--- src/common/srq_pkg.sv ---
// shared constants and carriers for the session request control block
package srq_pkg;

  // apb register map, byte addresses of aligned 32-bit words
  localparam logic [7:0] OFF_CTRL     = 8'h00; // session request control
  localparam logic [7:0] OFF_INT_STAT = 8'h04; // sticky event bits, w1c
  localparam logic [7:0] OFF_INT_MASK = 8'h08; // event enables
  localparam logic [7:0] OFF_STATUS   = 8'h0C; // live input view

  // control register field positions
  localparam int unsigned BIT_ENABLE = 0; // session_request_enable
  localparam int unsigned BIT_VPULSE = 1; // vbus_pulse
  localparam int unsigned BIT_DISCH  = 2; // vbus_discharge
  localparam int unsigned BIT_INITF  = 3; // initial_condition_fail, w1c
  localparam int unsigned BIT_BSESS  = 4; // b_session_ok, w1c
  localparam int unsigned BIT_LPULSE = 5; // line_pulse

  localparam int unsigned CTRL_W     = 8;
  localparam logic [7:0]  CTRL_RESET = 8'h00;
  localparam logic [7:0]  CTRL_RW    = 8'h27; // plain read/write bits
  localparam logic [7:0]  CTRL_W1C   = 8'h18; // write-one-to-clear bits

  // event bits of the status and mask registers
  localparam int unsigned EV_BSESS = 0; // b-session became valid
  localparam int unsigned EV_INITF = 1; // initial condition violated
  localparam int unsigned EV_VBUS  = 2; // vbus crossed sensing level
  localparam int unsigned EV_DISCH = 3; // discharge time elapsed
  localparam int unsigned EV_W     = 4;
  localparam logic [3:0]  EV_RESET = 4'h0;

  // discharge time, in its own unit and in pclk cycles
  localparam int unsigned DISCH_TIME_MS = 30;
  localparam int unsigned CLK_KHZ       = 200000; // pclk 200 MHz
  localparam int unsigned DISCH_CNT_W   = 23;
  localparam int unsigned DISCH_CYCLES  = DISCH_TIME_MS * CLK_KHZ;
  localparam logic [22:0] CNT_ZERO      = 23'h000000;
  localparam logic [22:0] CNT_ONE       = 23'h000001;

  localparam int unsigned SENSE_W = 4;

  // analog comparator levels from the vbus and line sensing
  typedef struct packed {
    logic session_valid; // vbus above b-session valid level
    logic sense_above;   // vbus above sensing level
    logic vbus_low;      // vbus below 0.8 v
    logic lines_se0;     // both data lines low
  } srq_sense_t;

  // two-stage synchroniser state
  typedef struct packed {
    logic [3:0] meta;   // first stage, read only by stable
    logic [3:0] stable; // second stage
  } srq_sync_t;

  // whole state of the control block, apart from the synchroniser flops in srq_sync
  typedef struct packed {
    logic [7:0]  ctrl;        // control register
    logic [3:0]  int_stat;    // sticky events
    logic [3:0]  int_mask;    // event enables
    logic [22:0] disch_cnt;   // cycles spent discharging
    logic        sense_prev;  // last sensing level, edge detect
    logic        pready;      // apb ready
    logic        pslverr;     // apb error
    logic [31:0] prdata;      // apb read data
    logic        irq;         // interrupt line
    logic        line_pullup; // data line pull-up drive
    logic        vbus_charge; // vbus charging source drive
    logic        vbus_dischg; // vbus discharge drive
    logic        sense_en;    // normal vbus sensing enable
  } srq_state_t;

endpackage

--- src/srq_sync.sv ---
`timescale 1ns/100ps
// two flip-flop synchroniser for the comparator levels
module srq_sync (
  input  wire logic        pclk,
  input  wire logic        presetn,
  input  wire logic [3:0]  d,
  output logic [3:0]       q
);

  srq_pkg::srq_sync_t st;     // registered state
  srq_pkg::srq_sync_t nxt_st; // next state

  // first stage feeds only the second stage
  always_comb begin
    nxt_st        = st;
    nxt_st.meta   = d;
    nxt_st.stable = st.meta;
  end

  // state register
  always_ff @(posedge pclk or negedge presetn) begin
    if (!presetn) begin
      st <= '0;
    end else begin
      st <= nxt_st;
    end
  end

  assign q = st.stable;

endmodule // srq_sync

--- src/srq_ctrl.sv ---
// Local design decisions: register access over APB and the register addresses.
`timescale 1ns/100ps
// Behaviour
// - discharge bit drives vbus discharge until cleared, event and status after 30ms
// - enable on: request function on, sensing off
// - enable off: all request controls masked
// - vbus crossing during request raises event
// - initial fail bit w1c, re-set on bad lines while enabled and neither pulse is on
// - b-session bit latches high, w1c, re-sets
module srq_ctrl #(
  parameter logic [22:0] DISCH_CYCLES = 23'(srq_pkg::DISCH_CYCLES)
) (
  input  wire logic                pclk,
  input  wire logic                presetn,
  input  wire logic                psel,
  input  wire logic                penable,
  input  wire logic                pwrite,
  input  wire logic [7:0]          paddr,
  input  wire logic [31:0]         pwdata,
  output logic [31:0]              prdata,
  output logic                     pready,
  output logic                     pslverr,
  output logic                     irq,
  input  wire srq_pkg::srq_sense_t sense_in,
  output logic                     line_pullup_on,
  output logic                     vbus_charge_on,
  output logic                     vbus_discharge_on,
  output logic                     vbus_sense_en
);

  srq_pkg::srq_state_t st;      // registered state
  srq_pkg::srq_state_t nxt_st;  // next state
  logic [3:0]          sense_q; // synchronised comparator levels
  srq_pkg::srq_sense_t sense;   // same, by field

  // comparators are asynchronous to pclk
  srq_sync u_sync (
    .pclk    (pclk),
    .presetn (presetn),
    .d       (sense_in),
    .q       (sense_q)
  );
  assign sense = sense_q;

  // decode a word address onto the map
  function automatic logic addr_hit(input logic [7:0] a);
    addr_hit = (a == srq_pkg::OFF_CTRL) || (a == srq_pkg::OFF_INT_STAT) ||
               (a == srq_pkg::OFF_INT_MASK) || (a == srq_pkg::OFF_STATUS);
  endfunction

  // read multiplexer, unused upper bits read zero
  function automatic logic [31:0] read_word(
    input logic [7:0]          a,
    input srq_pkg::srq_state_t s,
    input srq_pkg::srq_sense_t l
  );
    read_word = 32'h00000000;
    case (a)
      srq_pkg::OFF_CTRL:     read_word[7:0] = s.ctrl;
      srq_pkg::OFF_INT_STAT: read_word[3:0] = s.int_stat;
      srq_pkg::OFF_INT_MASK: read_word[3:0] = s.int_mask;
      srq_pkg::OFF_STATUS: begin
        read_word[3:0] = l;
        read_word[4]   = (s.disch_cnt == DISCH_CYCLES);
      end
      default:               read_word = 32'h00000000;
    endcase
  endfunction

  logic       enable;    // request function on
  logic       setup;     // apb setup cycle
  logic       wr_acc;    // apb write completes this edge
  logic       disching;  // discharge requested and allowed
  logic [3:0] ev;        // events raised this cycle
  logic       init_bad;  // initial condition violated now

  // next-state logic
  always_comb begin
    nxt_st   = st;
    enable   = st.ctrl[srq_pkg::BIT_ENABLE];
    setup    = psel && !penable;
    // zero wait states: ready rises in the first access cycle
    wr_acc   = psel && penable && st.pready && pwrite;
    ev       = srq_pkg::EV_RESET;
    // pulsing disturbs the lines on purpose, so the idle check
    // pauses while either pulse is on
    init_bad = enable && !st.ctrl[srq_pkg::BIT_LPULSE] &&
               !st.ctrl[srq_pkg::BIT_VPULSE] &&
               (!sense.vbus_low || !sense.lines_se0);
    disching = enable && st.ctrl[srq_pkg::BIT_DISCH];

    // apb answer, prepared in the setup cycle
    nxt_st.pready  = setup;
    nxt_st.pslverr = setup && !addr_hit(paddr);
    if (setup && !pwrite) begin
      nxt_st.prdata = read_word(paddr, st, sense);
    end else if (!psel) begin
      nxt_st.prdata = 32'h00000000;
    end

    // software writes: plain bits, then w1c bits
    if (wr_acc) begin
      case (paddr)
        srq_pkg::OFF_CTRL: begin
          nxt_st.ctrl = (pwdata[7:0] & srq_pkg::CTRL_RW) |
                        (st.ctrl & srq_pkg::CTRL_W1C & ~pwdata[7:0]);
        end
        srq_pkg::OFF_INT_STAT: begin
          nxt_st.int_stat = st.int_stat & ~pwdata[3:0];
        end
        srq_pkg::OFF_INT_MASK: begin
          nxt_st.int_mask = pwdata[3:0];
        end
        default: begin
          // status is read-only, others unmapped
        end
      endcase
    end

    // hardware sets win over a clear in the same cycle
    if (init_bad) begin
      nxt_st.ctrl[srq_pkg::BIT_INITF] = 1'b1;
      ev[srq_pkg::EV_INITF] = !st.ctrl[srq_pkg::BIT_INITF];
    end
    // latched even with enable off, firmware polls after disabling
    if (sense.session_valid) begin
      nxt_st.ctrl[srq_pkg::BIT_BSESS] = 1'b1;
      ev[srq_pkg::EV_BSESS] = !st.ctrl[srq_pkg::BIT_BSESS];
    end

    // vbus crossing the sensing level while a request runs
    nxt_st.sense_prev = sense.sense_above;
    ev[srq_pkg::EV_VBUS] = enable && sense.sense_above &&
                           !st.sense_prev;

    // discharge timer, saturates so the status bit can stay up
    if (!disching) begin
      nxt_st.disch_cnt = srq_pkg::CNT_ZERO;
    end else if (st.disch_cnt != DISCH_CYCLES) begin
      nxt_st.disch_cnt = st.disch_cnt + srq_pkg::CNT_ONE;
      ev[srq_pkg::EV_DISCH] =
        (st.disch_cnt == DISCH_CYCLES - srq_pkg::CNT_ONE);
    end

    // sticky event bits
    nxt_st.int_stat = nxt_st.int_stat | ev;
    nxt_st.irq      = |(nxt_st.int_stat & nxt_st.int_mask);

    // pin drives follow the new control value at the same edge;
    // with enable off every request control is masked
    nxt_st.line_pullup = nxt_st.ctrl[srq_pkg::BIT_ENABLE] &&
                         nxt_st.ctrl[srq_pkg::BIT_LPULSE];
    nxt_st.vbus_charge = nxt_st.ctrl[srq_pkg::BIT_ENABLE] &&
                         nxt_st.ctrl[srq_pkg::BIT_VPULSE];
    nxt_st.vbus_dischg = nxt_st.ctrl[srq_pkg::BIT_ENABLE] &&
                         nxt_st.ctrl[srq_pkg::BIT_DISCH];
    nxt_st.sense_en    = !nxt_st.ctrl[srq_pkg::BIT_ENABLE];
  end

  // state register
  always_ff @(posedge pclk or negedge presetn) begin
    if (!presetn) begin
      st          <= '0;
      st.ctrl     <= srq_pkg::CTRL_RESET;
      st.int_stat <= srq_pkg::EV_RESET;
      st.int_mask <= srq_pkg::EV_RESET;
      st.sense_en <= 1'b1; // normal sensing out of reset
    end else begin
      st <= nxt_st;
    end
  end

  // outputs straight from flops
  assign prdata            = st.prdata;
  assign pready            = st.pready;
  assign pslverr           = st.pslverr;
  assign irq               = st.irq;
  assign line_pullup_on    = st.line_pullup;
  assign vbus_charge_on    = st.vbus_charge;
  assign vbus_discharge_on = st.vbus_dischg;
  assign vbus_sense_en     = st.sense_en;
endmodule // srq_ctrl

--- config.mk ---
export PLATFORM = sky130hd
export DESIGN_NAME = srq_ctrl
export DESIGN_NICKNAME = d
export VERILOG_FILES = /design/src/common/srq_pkg.sv /design/src/srq_sync.sv /design/src/srq_ctrl.sv
export SDC_FILE = /design/constraint.sdc
export NUM_CORES = 1
export LEC_CHECK = 0
export BUFFER_PORTS_ARGS = -buffer_cell sky130_fd_sc_hd__buf_2
export CORE_MARGIN = 2
export CORE_UTILIZATION = 55
export CTS_CLUSTER_DIAMETER = 200
export DETAILED_ROUTE_END_ITERATION = 16
export PLACE_DENSITY = 0.83
export SETUP_SLACK_MARGIN = 0.15
export SLEW_MARGIN = 20
export SYNTH_ARGS = -nofsm -noshare
export SYNTH_HDL_FRONTEND = slang
export SYNTH_SLANG_ARGS = --single-unit
--- constraint.sdc ---
create_clock -name pclk -period 3.1 [get_ports pclk]
set_input_delay 0.465 -clock pclk [delete_from_list [all_inputs] [get_ports pclk]]
set_output_delay 0.465 -clock pclk [all_outputs]
set_load 0.05 [all_outputs]
==> flow_summary.yaml <==
timing:
  max_slew_margin: 0.395
  final.setup.tns_ns: 0
  skew_ns: 0.00940
  worst_slew_pin_slew_ns: 0.907
  post-route-period-util: 0.752
  setup_viol: 0
  slew_viol_final: 0
  fmax_mhz: 429
  hold_viol: 0
  period_minus_slack_ns: 2.33
  rsz0062_at_grt: "no"
grt:
  grt_pass1_vias: 2010
  grt_usage: 0.198
  overflow: 0
  antenna_found_initial: 0
  grt_pass1_wl_um: 9020
  grt_max_degree: 43
power:
  power.leakage_nw: 1.44
  irDropWorstVdd_v: 0.000308
  p_per_area_nw_per_um2: 477
die:
  initial_core_util: 0.572
  rows: 26
  die_x_um: 77.1
  fp.dieH_um: 77.1
  core_area_sq_um: 5140
  die_area_sq_um: 5940
  ioPinCount: 88
clocking:
  cts_resized: 0
  tritoncts: "done"
  cts_buffers: 9
  root_buffer: "clkbuf_8"
  cts_sinks: 59
  post_cts_buffers: 0
  hold_buffers: 0
  cts.reportedPaths.clkPinSlew_ns: 0.07
  clockBufferDepth: 2
  insertion_delay_ns: 0.34
  h-tree-depth: 3
logic_synthesis:
  ys_warn_count: 0
  synth-seq-cells: 59
  syn_area_per_cell_sq_um: 10.5
  synth_top_area_frac: 0.494
  synth_top_cell_by_area: "dfrtp_1"
  yosys-top-cells-area: "dfrtp_1, buf_4, nor2_1, xor2_1, nand3_1"
  synth_cell_type_count: 43
  ys.flop_type: "dfrtp_1"
  syn-cell-area_sq_um: 2940
  synth_edf_count: 0
  synthArstFlopShare: 1.00
  ys_seq_area_frac: 0.503
  synthCells: 280
worst_hold_path:
  min_path_type: "in2reg"
routing:
  via_per_inst: 5.25
  wl_per_cell_um: 14.0
  first_pass_iters: 5
  final_antenna_net_count: 0
  drtIter0Drc: 117
  vias: 2044
  drcViolationCount: 0
  drt-total-wl_um: 5450
final_layout:
  fill_cells: 424
  final_common_cell: "dfrtp_1"
  nNetsFinal: 365
  layout_common_cells: "dfrtp_1, nor2_1, buf_2"
  fin_util: 0.622
  antenna_cells: 0
  drive_gt1_frac: 0.226
  syn_to_final_growth_pct: 8.73
status:
  status: "finished clean"
worst_setup_path:
  critical_path_class: "reg2reg"
  path_max_fanout: 7
  worstSetupStartpointType: "flip-flop"
  required_ns: 3.33
  worstPathArrival_ns: 2.56
  end_kind: "flip-flop"
placement:
  dp.final_hpwl_um: 3760
  place.port_buffers: 35
  gp_congestion: 0.831
job:
  drv_cap: 0
-- final cells by class --
class | instances | area (sq um) | area share
multi-input cells | 196 | 1230 | 0.384
inverters | 11 | 41.3 | 0.0129
flip-flops and latches | 59 | 1480 | 0.462
clock buffers | 11 | 141 | 0.0442
repair buffers | 37 | 190 | 0.0595
well taps | 70 | 87.6 | 0.0274
clock inverters | 5 | 30.0 | 0.00940
-- Yosys cell counts, types with 4 or more instances --
| cell type | instances |
|---|---|
| a21oi_1 | 4 |
| a22oi_1 | 4 |
| buf_4 | 32 |
| clkbuf_1 | 5 |
| dfrtp_1 | 58 |
| inv_1 | 11 |
| mux2_2 | 4 |
| mux4_2 | 4 |
| nand2_1 | 19 |
| nand3_1 | 18 |
| nand4_1 | 7 |
| nor2_1 | 35 |
| nor3_1 | 6 |
| nor4_1 | 4 |
| o21ai_0 | 9 |
| xnor2_1 | 8 |
| xor2_1 | 13 |
-- worst max-delay path: stages, from the launching register on --
cell and delay (ns):
dfrtp_1 0.43, ha_1 0.24, nand4_1 0.31, nor4_1 0.78
nand3_1 0.22, xor2_1 0.19, nor2_1 0.05
-- where the power goes --
| group | internal [mW] | total (mW) | leakage [nW] | switching, mW |
|---|---|---|---|---|
| Combinational | 0.0221 | 0.134 | 0.593 | 0.112 |
| Sequential | 0.778 | 0.782 | 0.767 | 0.00405 |
| Clock | 0.307 | 0.607 | 0.0851 | 0.300 |
| Total | 1.11 | 1.52 | 1.44 | 0.416 |
-- layer usage --
metal | vias up | wire length [um] | GRT usage
met5 | - | 0 | 0
met4 | 0 | 123 | 0.121
met3 | 8 | 344 | 0.0588
met2 | 84 | 2640 | 0.307
met1 | 982 | 2340 | 0.246
li1 | 970 | - | -
-- metrics by stage --
| step | power (mW) | instances | setup slack, ns | instance area, sq um | hold WS, ns |
|---|---|---|---|---|---|
| global route | 1.59 | 389 | 0.625 | 3200 | 0.212 |
| global placement | 0.929 | 373 | 0.851 | 3020 | 0.331 |
| floorplan | 0.919 | 305 | 1.10 | 3030 | 0.169 |
| finish | 1.52 | 389 | 0.769 | 3200 | 0.223 |
| detailed placement | 0.931 | 373 | 0.777 | 3020 | 0.335 |
| CTS | 1.53 | 389 | 0.761 | 3200 | 0.212 |
-- registers in the layout, summed over array words and instances, names as in the netlist --
signal	count
enable	1
irq	1
line_pullup_on	1
prdata	6
pready	1
pslverr	1
st	37
u_sync.nxt_st	4
u_sync.q	4
vbus_charge_on	1
vbus_discharge_on	1
vbus_sense_en	1
-- logic make-up after synthesis --
logic type,share of synthesized area
AO/OA/AOI/OAI,0.0634
XOR/XNOR,0.0626
adder cells (fa/ha/maj),0.00851
buffers and inverters,0.112
flip-flops,0.503
multiplexers,0.0494
other,0.00128
AND/OR/NAND/NOR,0.201
-- path summary, 6_finish.rpt --
| kind | start | endpoint | slack [ns] | cells after the start |
|---|---|---|---|---|
| min in group asynchronous | presetn | st[55]$_DFFE_PN0P_ | 0.26 | 1 |
| setup reg to reg | st[40]$_DFFE_PN0P_ | st[60]$_DFFE_PN0P_ | 0.77 | 6 |
| max in group asynchronous | presetn | st[44]$_DFFE_PN0P_ | 2.06 | 2 |
| setup / recovery | st[40]$_DFFE_PN0P_ | st[60]$_DFFE_PN0P_ | 0.77 | 6 |
| hold / removal | sense_in[2] | u_sync.nxt_st[2]$_DFF_PN0_ | 0.22 | 1 |
| hold reg to reg | u_sync.nxt_st[2]$_DFF_PN0_ | u_sync.q[2]$_DFF_PN0_ | 0.35 | 0 |
No activity file was read; power rests on OpenSTA's default activity.
